==> src/inc/rf_wm_pkg.sv <==
package rf_wm_pkg;

  // host symbol levels carry 8 fraction bits: level 7 is 7 * 256
  localparam int SYM_W = 14;
  localparam int OUT_W = 15;
  localparam int ID_W = 12;
  localparam int TIER_LEN = 16;
  localparam int CNT_W = 18;
  localparam int BURY_W = 3;

  // symbols in 312 data segments, and the 2^16 - 1 code period
  localparam int FIELD_SYMS = 259584;
  localparam int CODE_PERIOD = 65535;

  // feedback masks of three primitive degree-16 polynomials
  localparam logic [TIER_LEN-1:0] TIER1_TAPS = 16'h100B;
  localparam logic [TIER_LEN-1:0] TIER2_TAPS = 16'h002D;
  localparam logic [TIER_LEN-1:0] TIER3_TAPS = 16'hA011;

  // tier 1 always starts from a single one in its top stage
  localparam logic [TIER_LEN-1:0] TIER1_SEED = 16'h8000;
  localparam logic [TIER_LEN-1:0] TIER_ZERO = 16'h0000;
  localparam logic [TIER_LEN-ID_W-1:0] SEED_PAD = 4'h0;

  localparam logic [BURY_W-1:0] BURY_21DB = 3'h0;
  localparam logic [BURY_W-1:0] BURY_24DB = 3'h1;
  localparam logic [BURY_W-1:0] BURY_27DB = 3'h2;
  localparam logic [BURY_W-1:0] BURY_30DB = 3'h3;
  localparam logic [BURY_W-1:0] BURY_33DB = 3'h4;
  localparam logic [BURY_W-1:0] BURY_36DB = 3'h5;
  localparam logic [BURY_W-1:0] BURY_39DB = 3'h6;
  localparam logic [BURY_W-1:0] BURY_OFF = 3'h7;
  localparam logic [BURY_W-1:0] BURY_NOMINAL = BURY_30DB;

  // amplitudes rounded to the host scale of 256 per unit level
  localparam logic signed [SYM_W-1:0] AMP_21DB = 14'sh006C;
  localparam logic signed [SYM_W-1:0] AMP_24DB = 14'sh004D;
  localparam logic signed [SYM_W-1:0] AMP_27DB = 14'sh0036;
  localparam logic signed [SYM_W-1:0] AMP_30DB = 14'sh0026;
  localparam logic signed [SYM_W-1:0] AMP_33DB = 14'sh001B;
  localparam logic signed [SYM_W-1:0] AMP_36DB = 14'sh0013;
  localparam logic signed [SYM_W-1:0] AMP_39DB = 14'sh000E;
  localparam logic signed [SYM_W-1:0] AMP_OFF = 14'sh0000;

  typedef struct packed {
    logic field_sync;
    logic signed [SYM_W-1:0] level;
  } host_sym_t;

  typedef struct packed {
    logic field_sync;
    logic wm_bit;
    logic signed [OUT_W-1:0] level;
  } dac_sym_t;

endpackage : rf_wm_pkg

==> src/rtl/rf_wm_tier.sv <==
`timescale 1ns/1ps
`default_nettype none
module rf_wm_tier #(
  parameter int LEN = 16,
  parameter logic [LEN-1:0] TAPS = '1,
  parameter logic [LEN-1:0] RESET_STATE = '0
) (
  input wire logic i_clock,
  input wire logic i_sys_rst,
  input wire logic i_load,
  input wire logic [LEN-1:0] i_seed,
  input wire logic i_step,
  output logic [LEN-1:0] o_state,
  output logic o_bit
);

  generate
    if (LEN < 2 || TAPS[0] != 1'b1) begin : g_bad_taps
      $error("tier needs two stages and a tap on stage 0");
    end
  endgenerate

  // parallel preload wins over a step in the same cycle
  always_ff @(posedge i_clock) begin
    if (i_sys_rst) begin
      o_state <= RESET_STATE;
    end else if (i_load) begin
      o_state <= i_seed;
    end else if (i_step) begin
      o_state <= {^(o_state & TAPS), o_state[LEN-1:1]}; // RULE_18
    end
  end

  assign o_bit = o_state[0];

endmodule : rf_wm_tier
`default_nettype wire

==> src/rtl/rf_wm_buf.sv <==
`timescale 1ns/1ps
`default_nettype none
module rf_wm_buf #(
  parameter int WIDTH = 8
) (
  input wire logic i_clock,
  input wire logic i_sys_rst,
  input wire logic i_in_valid,
  input wire logic [WIDTH-1:0] i_in_data,
  output logic o_in_ready,
  output logic o_out_valid,
  output logic [WIDTH-1:0] o_out_data,
  input wire logic i_out_ready
);

  generate
    if (WIDTH < 1) begin : g_bad_width
      $error("buffer width must be positive");
    end
  endgenerate

  logic [WIDTH-1:0] mem [2];
  logic wr_ptr;
  logic rd_ptr;
  logic [1:0] count;
  logic push;
  logic pop;

  assign o_in_ready = (count != 2'h2);
  assign o_out_valid = (count != 2'h0);
  assign o_out_data = mem[rd_ptr];
  assign push = i_in_valid && o_in_ready;
  assign pop = o_out_valid && i_out_ready;

  always_ff @(posedge i_clock) begin
    if (push) begin
      mem[wr_ptr] <= i_in_data;
    end
  end

  always_ff @(posedge i_clock) begin
    if (i_sys_rst) begin
      wr_ptr <= 1'b0;
      rd_ptr <= 1'b0;
      count <= 2'h0;
    end else begin
      if (push) begin
        wr_ptr <= ~wr_ptr;
      end
      if (pop) begin
        rd_ptr <= ~rd_ptr;
      end
      if (push && !pop) begin
        count <= count + 2'h1;
      end else if (pop && !push) begin
        count <= count - 2'h1;
      end
    end
  end

endmodule : rf_wm_buf
`default_nettype wire

==> src/rtl/rf_watermark_kasami_gen.sv <==
// Notes on behaviour
// RULE_01 - three maximal LFSR tiers XORed into one bit
// RULE_02 - 24-bit seed selects the code
// RULE_03 - tier one loads fixed single-one pattern
// RULE_04 - network id seeds tier two, transmitter tier three
// RULE_05 - one step per accepted host symbol
// RULE_06 - one adds amplitude, zero subtracts it
// RULE_07 - amplitude follows bury ratio table, off is zero
// RULE_08 - watermark summed with host symbol toward converter
// RULE_09 - bury ratio chosen per transmitter, nominal -30 dB
// RULE_10 - nothing added in field sync; reload there
// RULE_11 - run 312 segments after sync, then stop
// RULE_12 - code period is 65535 bits
// RULE_13 - three full periods plus 62979-bit tail
// RULE_14 - binary: one code bit per symbol
// RULE_15 - receiver seeds identical generator with same ids
// RULE_16 - correlator outputs agreements minus disagreements
// RULE_17 - correlator re-evaluates window each new bit
// RULE_18 - XOR feedback only, parallel preload
// RULE_19 - optional whole-field inversion carries return bit
// RULE_20 - amplitudes fixed-point at host scale, no overflow
// RULE_21 - off still reloads and runs, adds zero
`timescale 1ns/1ps
`default_nettype none
module rf_watermark_kasami_gen #(
  parameter int FIELD_SYMS = rf_wm_pkg::FIELD_SYMS,
  parameter int CODE_PERIOD = rf_wm_pkg::CODE_PERIOD
) (
  input wire logic i_clock,
  input wire logic i_sys_rst,
  input wire logic i_host_valid,
  input wire rf_wm_pkg::host_sym_t i_host,
  output logic o_host_ready,
  input wire logic [rf_wm_pkg::ID_W-1:0] i_network_id,
  input wire logic [rf_wm_pkg::ID_W-1:0] i_tx_id,
  input wire logic [rf_wm_pkg::BURY_W-1:0] i_bury_sel,
  input wire logic i_invert_field,
  output logic o_dac_valid,
  output rf_wm_pkg::dac_sym_t o_dac,
  input wire logic i_dac_ready,
  output logic o_wm_active,
  output logic o_period_end
);

  localparam int CW = rf_wm_pkg::CNT_W;
  localparam int TAIL = FIELD_SYMS % CODE_PERIOD;
  localparam logic [CW-1:0] LAST_SYM = CW'(FIELD_SYMS - 1);
  localparam logic [CW-1:0] LAST_PER = CW'(CODE_PERIOD - 1);
  localparam logic [CW-1:0] TAIL_CNT = CW'(TAIL);
  localparam logic [CW-1:0] CNT_ONE = 18'h00001;
  localparam logic [CW-1:0] CNT_ZERO = 18'h00000;

  generate
    if (FIELD_SYMS < 2 || FIELD_SYMS >= (1 << CW) || CODE_PERIOD < 2
        || CODE_PERIOD >= (1 << CW) || TAIL == 0) begin : g_bad_counts
      $error("field and period counts do not fit the counters");
    end
  endgenerate

  logic accept;
  logic load;
  logic step;
  logic active;
  logic invert;
  logic [rf_wm_pkg::BURY_W-1:0] bury;
  logic [CW-1:0] sym_cnt;
  logic [CW-1:0] per_cnt;
  logic [rf_wm_pkg::TIER_LEN-1:0] t1_state;
  logic [rf_wm_pkg::TIER_LEN-1:0] t2_state;
  logic [rf_wm_pkg::TIER_LEN-1:0] t3_state;
  logic t1_bit;
  logic t2_bit;
  logic t3_bit;
  logic code_bit;
  logic wm_on;
  logic signed [rf_wm_pkg::SYM_W-1:0] amp;
  logic signed [rf_wm_pkg::OUT_W-1:0] host_ext;
  logic signed [rf_wm_pkg::OUT_W-1:0] amp_ext;
  rf_wm_pkg::dac_sym_t next_dac;
  logic buf_ready;

  assign accept = i_host_valid && buf_ready;
  assign o_host_ready = buf_ready;
  assign load = accept && i_host.field_sync; // RULE_10
  assign step = accept && active && !i_host.field_sync; // RULE_05

  rf_wm_tier #(
    .LEN(rf_wm_pkg::TIER_LEN),
    .TAPS(rf_wm_pkg::TIER1_TAPS),
    .RESET_STATE(rf_wm_pkg::TIER1_SEED)
  ) u_tier1 (
    .i_clock(i_clock),
    .i_sys_rst(i_sys_rst),
    .i_load(load),
    .i_seed(rf_wm_pkg::TIER1_SEED), // RULE_03
    .i_step(step),
    .o_state(t1_state),
    .o_bit(t1_bit)
  );

  // ids sit in the low stages; upper stages of tiers two and three start clear
  rf_wm_tier #(
    .LEN(rf_wm_pkg::TIER_LEN),
    .TAPS(rf_wm_pkg::TIER2_TAPS),
    .RESET_STATE(rf_wm_pkg::TIER_ZERO)
  ) u_tier2 (
    .i_clock(i_clock),
    .i_sys_rst(i_sys_rst),
    .i_load(load),
    .i_seed({rf_wm_pkg::SEED_PAD, i_network_id}), // RULE_04 RULE_02 RULE_18
    .i_step(step),
    .o_state(t2_state),
    .o_bit(t2_bit)
  );

  rf_wm_tier #(
    .LEN(rf_wm_pkg::TIER_LEN),
    .TAPS(rf_wm_pkg::TIER3_TAPS),
    .RESET_STATE(rf_wm_pkg::TIER_ZERO)
  ) u_tier3 (
    .i_clock(i_clock),
    .i_sys_rst(i_sys_rst),
    .i_load(load),
    .i_seed({rf_wm_pkg::SEED_PAD, i_tx_id}), // RULE_04 RULE_02
    .i_step(step),
    .o_state(t3_state),
    .o_bit(t3_bit)
  );

  // one code bit per symbol, inverted for a whole field when signalling
  assign code_bit = t1_bit ^ t2_bit ^ t3_bit ^ invert; // RULE_01 RULE_14 RULE_19

  // field framing: sync arms the run, the last data symbol ends it
  always_ff @(posedge i_clock) begin
    if (i_sys_rst) begin
      active <= 1'b0;
      sym_cnt <= CNT_ZERO;
    end else if (load) begin
      active <= 1'b1; // RULE_11
      sym_cnt <= CNT_ZERO;
    end else if (step) begin
      sym_cnt <= sym_cnt + CNT_ONE;
      if (sym_cnt == LAST_SYM) begin
        active <= 1'b0; // RULE_11 RULE_13
      end
    end
  end

  // control fields take effect only at a field boundary
  always_ff @(posedge i_clock) begin
    if (i_sys_rst) begin
      bury <= rf_wm_pkg::BURY_NOMINAL; // RULE_09
      invert <= 1'b0;
    end else if (load) begin
      bury <= i_bury_sel; // RULE_09
      invert <= i_invert_field; // RULE_19
    end
  end

  always_ff @(posedge i_clock) begin
    if (i_sys_rst) begin
      per_cnt <= CNT_ZERO;
    end else if (load) begin
      per_cnt <= CNT_ZERO;
    end else if (step) begin
      per_cnt <= (per_cnt == LAST_PER) ? CNT_ZERO : per_cnt + CNT_ONE; // RULE_12
    end
  end

  always_ff @(posedge i_clock) begin
    if (i_sys_rst) begin
      o_period_end <= 1'b0;
    end else begin
      o_period_end <= step && (per_cnt == LAST_PER); // RULE_12
    end
  end

  assign o_wm_active = active;

  always_comb begin
    case (bury) // RULE_07 RULE_20
      rf_wm_pkg::BURY_21DB: amp = rf_wm_pkg::AMP_21DB;
      rf_wm_pkg::BURY_24DB: amp = rf_wm_pkg::AMP_24DB;
      rf_wm_pkg::BURY_27DB: amp = rf_wm_pkg::AMP_27DB;
      rf_wm_pkg::BURY_30DB: amp = rf_wm_pkg::AMP_30DB;
      rf_wm_pkg::BURY_33DB: amp = rf_wm_pkg::AMP_33DB;
      rf_wm_pkg::BURY_36DB: amp = rf_wm_pkg::AMP_36DB;
      rf_wm_pkg::BURY_39DB: amp = rf_wm_pkg::AMP_39DB;
      default: amp = rf_wm_pkg::AMP_OFF;
    endcase
  end

  // one guard bit of headroom so the sum never wraps
  assign host_ext = rf_wm_pkg::OUT_W'(i_host.level); // RULE_20
  assign amp_ext = rf_wm_pkg::OUT_W'(amp);
  assign wm_on = active && !i_host.field_sync && (bury != rf_wm_pkg::BURY_OFF); // RULE_21

  always_comb begin
    next_dac.field_sync = i_host.field_sync;
    next_dac.wm_bit = code_bit;
    if (wm_on) begin
      next_dac.level = code_bit ? host_ext + amp_ext : host_ext - amp_ext; // RULE_06 RULE_08
    end else begin
      next_dac.level = host_ext; // RULE_10 RULE_21
    end
  end

  // two entries absorb one converter stall without dropping a symbol
  rf_wm_buf #(
    .WIDTH($bits(rf_wm_pkg::dac_sym_t))
  ) u_buf (
    .i_clock(i_clock),
    .i_sys_rst(i_sys_rst),
    .i_in_valid(i_host_valid),
    .i_in_data(next_dac),
    .o_in_ready(buf_ready),
    .o_out_valid(o_dac_valid),
    .o_out_data(o_dac),
    .i_out_ready(i_dac_ready)
  );
endmodule : rf_watermark_kasami_gen
`default_nettype wire

==> config.mk <==
export PLATFORM = sky130hd
export DESIGN_NAME = rf_watermark_kasami_gen
export DESIGN_NICKNAME = d
export VERILOG_FILES = /design/src/inc/rf_wm_pkg.sv /design/src/rtl/rf_wm_tier.sv /design/src/rtl/rf_wm_buf.sv /design/src/rtl/rf_watermark_kasami_gen.sv
export SDC_FILE = /design/constraint.sdc
export NUM_CORES = 1
export LEC_CHECK = 0
export ABC_AREA = 1
export BUFFER_PORTS_ARGS = -buffer_cell sky130_fd_sc_hd__buf_2
export CORE_ASPECT_RATIO = 1.2
export CORE_MARGIN = 4
export CORE_UTILIZATION = 65
export DETAILED_ROUTE_END_ITERATION = 10
export GPL_TIMING_DRIVEN = 0
export PLACE_DENSITY = 0.86
export SLEW_MARGIN = 10
export SYNTH_ARGS = -nofsm -noshare
export SYNTH_HDL_FRONTEND = slang
export SYNTH_HIERARCHICAL = 1
export SYNTH_SLANG_ARGS = --single-unit
==> constraint.sdc <==
create_clock -name i_clock -period 4.22 [get_ports i_clock]
set_input_delay 0.211 -clock i_clock [delete_from_list [all_inputs] [get_ports i_clock]]
set_output_delay 0.211 -clock i_clock [all_outputs]
set_load 0.02 [all_outputs]
* After elaboration in Yosys (flattened, before gate mapping) *
Memory sizes are Yosys's and may differ from the RTL's. A register that Yosys moved wholly into a read port is not among the register bits.
Index checks and enable logic that the tools add are counted.

cells by class
  mux-type cells = 17
  reduce and logical (&&, ||, !) cells = 23
  bitwise operators = 5
  add/subtract/negate cells = 6
  eq/ne operators = 10

operator list
  kind                                                    count
  case mux 7 bit (7 select lines)                         1
  two-way mux 12 bit                                      4
  XOR reduction 16 bit                                    3
  adder 18 x 1 -> 18 bit (second input constant)          2
  two-way mux 15 bit                                      2
  equality test 18 x 16 -> 1 bit (second input constant)  1
  equality test 18 bit (second input constant)            1
  two-way mux 18 bit                                      1
  adder 14 x 8 -> 15 bit                                  1
  subtractor 14 x 8 -> 15 bit                             1
  logical AND 1 bit                                       10
  equality test 3 bit (second input constant)             3
  nonzero test 2 bit                                      4
  two-way mux 1 bit                                       7
  equality test 3 x 2 -> 1 bit (second input constant)    2
  two-way mux 2 bit                                       2
  equality test 3 x 1 -> 1 bit (second input constant)    1
  zero test 1 bit                                         3
  zero test 3 bit                                         1
  != test 3 bit (second input constant)                   1
  XOR 1 bit                                               3
  adder 2 x 1 -> 2 bit (second input constant)            1
  != test 2 bit (second input constant)                   1
  NOT 1 bit                                               2
  other kinds (3)                                         3

word-level totals
  output and inout port bits = 21
  memories = 1
  input bits = 47
  logic and storage cells = 76
  bits in writable memories = 34
  register bits after elaboration = 94

memories
  memory     depth  width  read ports  clocked after memory_dff  write ports  line             RTL
  u_buf.mem  2      17     1           1                         1            rf_wm_buf.sv:22  logic [WIDTH-1:0] mem [2];

* Depth between registers and ports, before layout *
  depth after elaboration = 6
  mapped depth = 21
  mapped depth without buffers = 20

* Hierarchy *
Netlist, hierarchy kept.

by module, submodules not included
  module                   sequential area each (sq um)  cells an instance  instances  area each (sq um)
  rf_watermark_kasami_gen  840.8                         580                1          3552.2
  rf_wm_buf                1121.1                        90                 1          1520.2
  rf_wm_tier at u_tier1    320.3                         117                1          799.5
  rf_wm_tier at u_tier3    320.3                         110                1          765.7
  rf_wm_tier at u_tier2    320.3                         110                1          759.5

* Worst setup path before layout *
No wires, ideal clock.

  path type = register to register
  from = register u_tier1.o_state[0]
  to = memory u_buf/mem[0][8] in the netlist's numbering (data pin)
  path slack = 1762 ps
  stages on the path, launching flop included = 15
  path buffers = 1
  setup time = 257 ps
  data required time = 3963 ps
  arrival time = 2202 ps
  clock period less this slack = 2458 ps
  path through = dfxtp_1 xnor2_1 nand2_1 nand2_1 buf_2 nand2_1 o22ai_1 fa_1 nand2_1 nand2_1 and2_1 a21oi_1 or2_2 nand3_1 nand2_1

RTL lines
  item                      line              RTL
  start: declaration        rf_wm_tier.sv:13  output logic [LEN-1:0] o_state,
  start signal: assignment  rf_wm_tier.sv:28  o_state <= i_seed;
  start signal: assignment  rf_wm_tier.sv:30  o_state <= {^(o_state & TAPS), o_state[LEN-1:1]};
  end: declaration          rf_wm_buf.sv:22

==> impl_metrics.ini <==
[run_status]
run_status = complete, no violations

[final_layout]
final.fill_count = 810
seq_area_mm2 = 0.002923
finish.net_count = 1179
share_of_layout_cells_above_drive_strength_1 = 0.1619
area_growth_pct = 16.27
multiInputGateArea_mm2 = 0.003855
antennaDiodeCount = 0
number_of_standard_cells_in_the_layout_taps_in_and_fillers_out = 1278

[placed_design]
dp_hpwl_mm = 11.26
placed_cells = 1247
portBuffers = 67
gp_congestion = 0.8934
pre_cts_ws_ns = 1.362

[worst_setup_path]
worst_path_max_fanout = 11
critical_path.cell_chain = xnor2_1 -> nand2_1 -> nand2_1 -> buf_2 -> nand2_1 -> o22ai_1 -> fa_1 -> nand2_1 -> nand2_1 -> and2_1 -> a21oi_1 -> or2_2 -> nand3_1 -> nand2_1
worst_ep_required_time_ns = 4.39
critical_path.reg2reg.endpoint = u_buf/mem[0][8]$_DFFE_PP_
rrSetupSlack_ns = 1.32
worst_path_arrival_time_ns = 3.07
reg2regPathDepth = 14
slowest_delay_ns = 0.47
timing.setup.critical_path_class = register to register
worst_path_max_delay_cell = sky130_fd_sc_hd__dfxtp_1
worstSetupStartpointType = register
crit_path_frequent_cell = sky130_fd_sc_hd__nand2_1
crit-reg2reg-launch = u_tier3/o_state[0]$_SDFFE_PP0P_
worstSetupEndpointType = register

[timing]
finalSetupTns_ns = 0
relSlewSlack = 0.4254
period_minus_slack_ns = 2.900
finalClockSkew_ns = 0.008309
rsz0062_at_grt = false
timing_max_transition_violations_final = 0
setup_viol_count_final = 0
setup_ws_ns = 1.320
worst_slew_pin_slew_ns = 0.8609
hold_violations = 0
timing.final.crit_share = 0.6872
timing.fmax_mhz = 344.8

[drt]
antenna_left = 0
first_pass_iteration_count_of_the_detailed_router = 8
postRouteWirelength_mm = 15.54
dr.first_iter.drc_count = 357
via_count = 6596
drc = 0
post_drt_wl_per_cell_um = 12.16
drt-vias-per-instance = 5.161

[clock_network]
quantity_of_hold_fixing_buffers_added_after_cts = 0
cts-root-buf = sky130_fd_sc_hd__clkbuf_16
cts_htree_levels = 4
ctsResizeCount = 0
numCtsBuffers = 17
post_cts_buffers = 0
clkSlewWorstSetupHoldPaths_ns = 0.05
clkSinkCount = 129
clk_path_buf_depth = 2
clock_insertion_delay_worst_skew_ns = 0.42
clock_tree_from_tritoncts = done

[global_route]
grt_antenna_before_repair = 0
global_route_wire_length_before_repair_mm = 26.87
via_count_of_the_first_global_routing_pass = 6114
globalRouteOverflowTotal = 0
grt_start_max_net_pins = 18
grt_use_total = 0.2460

[floorplanning]
core_area_mm2 = 0.01109
floorplan.rows = 42
fp.dieW_um = 105.2
i_o_pin_count = 68
initial_core_util = 0.6651
dieArea_mm2 = 0.01312
vertical_die_dimension_um = 124.7

[min_path]
hold_path_end = bury[1]$_SDFFE_PP1P_
worstHoldPathCells = 3
worstHoldPathType = primary input to register
hold_path_startpoint = i_bury_sel[1]

[pwr]
swShare = 0.3253
p_seq_frac = 0.357
ir_drop_mv = 0.3176
power.combinational.fraction = 0.294
cellPowerDensity_mw_per_mm2 = 479.1
power_mw = 4.108
power_leakage_nw = 3.906
share_clk_of_total_power = 0.349
p_int_mw = 2.771
power.switching_mw = 1.336

[logic_synthesis]
postSynthCellCount = 1004
synth.yosys.warnings = 6
synth.avg_cell_area_um2 = 7.345
mappedNetlistArea_mm2 = 0.007375

[job]
maxcap_viol_count = 0
layout make-up:
type	count	share of cell area
Clock buffer	24	0.05983
Inverter	130	0.05720
Clock inverter	7	0.008318
Buffer	23	0.02262
Sequential cell	129	0.3409
Timing Repair Buffer	67	0.03911
Tap cell	154	0.02247
Multi-Input combinational cell	744	0.4496
power groups by stage:
| stage | sequential [mW] | combinational [mW] | clock [mW] |
|---|---|---|---|
| after floorplan | 1.48 | 0.937 | 0 |
| after global placement | 1.48 | 1.16 | 0 |
| after detailed placement | 1.49 | 1.20 | 0 |
| after CTS | 1.47 | 1.21 | 1.45 |
| after global routing | 1.48 | 1.36 | 1.51 |
| final | 1.46 | 1.21 | 1.44 |
per-stage QoR:
stage                 util  hold WS (ns)  area [um2]
floorplan                -        0.2801        7457
global placement    0.7202        0.4506        7985
detailed placement  0.7206        0.4539        7990
CTS                 0.7733       0.03724        8574
global route        0.7733       0.05997        8574
finish              0.7733       0.04512        8574
worst max-delay path: cells and delay by family (launching register included):
| kind | cells | cell delay (ns) |
|---|---|---|
| XOR/XNOR | 1 | 0.16 |
| adder cells (fa/ha/maj) | 1 | 0.27 |
| AO/OA/AOI/OAI | 2 | 0.35 |
| buffers and inverters | 1 | 0.27 |
| flip-flops | 1 | 0.47 |
| AND/OR/NAND/NOR | 9 | 1.12 |
worst max-delay path by stage:
| stage | startpoint | end | slack, ns |
|---|---|---|---|
| 2_1_floorplan | u_tier1/o_state[0]$_SDFFE_PP0P_ | u_buf/mem[0][8]$_DFFE_PP_ | 1.78 |
| 3_3_place_gp | u_tier3/o_state[0]$_SDFFE_PP0P_ | u_buf/mem[0][8]$_DFFE_PP_ | 1.39 |
| 3_5_place_dp | u_tier3/o_state[0]$_SDFFE_PP0P_ | u_buf/mem[0][8]$_DFFE_PP_ | 1.36 |
| 4_1_cts | u_tier3/o_state[0]$_SDFFE_PP0P_ | u_buf/mem[1][8]$_DFFE_PP_ | 1.33 |
| 5_1_grt | u_tier3/o_state[0]$_SDFFE_PP0P_ | u_buf/mem[0][8]$_DFFE_PP_ | 1.03 |
| 6_report | u_tier3/o_state[0]$_SDFFE_PP0P_ | u_buf/mem[0][8]$_DFFE_PP_ | 1.32 |
registers in the layout, summed over array words and instances, names as in the netlist, 2 cells and up, named ones only:
name and count:
u_tier3/o_state 16, u_buf/mem 34, u_buf/count 2, sym_cnt 18, u_tier2/o_state 16, u_tier1/o_state 16, per_cnt 18, bury 3
cell usage in the layout, fill, tap and decap left out, types with 4 or more instances in the layout:
cell type                     n
sky130_fd_sc_hd__a21oi_1     50
sky130_fd_sc_hd__a22oi_1     11
sky130_fd_sc_hd__a31oi_1     23
sky130_fd_sc_hd__buf_2       72
sky130_fd_sc_hd__buf_4        7
sky130_fd_sc_hd__buf_6        5
sky130_fd_sc_hd__clkbuf_1     5
sky130_fd_sc_hd__clkbuf_16   18
sky130_fd_sc_hd__clkbuf_8     5
sky130_fd_sc_hd__conb_1      24
sky130_fd_sc_hd__dfxtp_1     95
sky130_fd_sc_hd__edfxtp_1    34
sky130_fd_sc_hd__ha_1        19
sky130_fd_sc_hd__inv_1      120
sky130_fd_sc_hd__inv_2        9
sky130_fd_sc_hd__mux2_2       7
sky130_fd_sc_hd__mux2_4      10
sky130_fd_sc_hd__nand2_1    347
sky130_fd_sc_hd__nand2_2      4
sky130_fd_sc_hd__nand3_1     50
sky130_fd_sc_hd__nand4_1     15
sky130_fd_sc_hd__nor2_1      77
sky130_fd_sc_hd__nor2_2       4
sky130_fd_sc_hd__nor2_4      10
sky130_fd_sc_hd__nor2_8       5
sky130_fd_sc_hd__nor3_1      13
sky130_fd_sc_hd__o21ai_0     30
sky130_fd_sc_hd__o21ai_1      4
sky130_fd_sc_hd__xnor2_1      5
routing by layer:
metal / vias to the layer above / track usage / wire, um
met2: 140 / 0.4167 / 7724
met5: - / 0 / 0
met3: 36 / 0.04666 / 711
met4: 0 / 0.1066 / 363
li1: 3442 / - / -
met1: 2978 / 0.3031 / 6744
(Power assumes the default switching activity.)
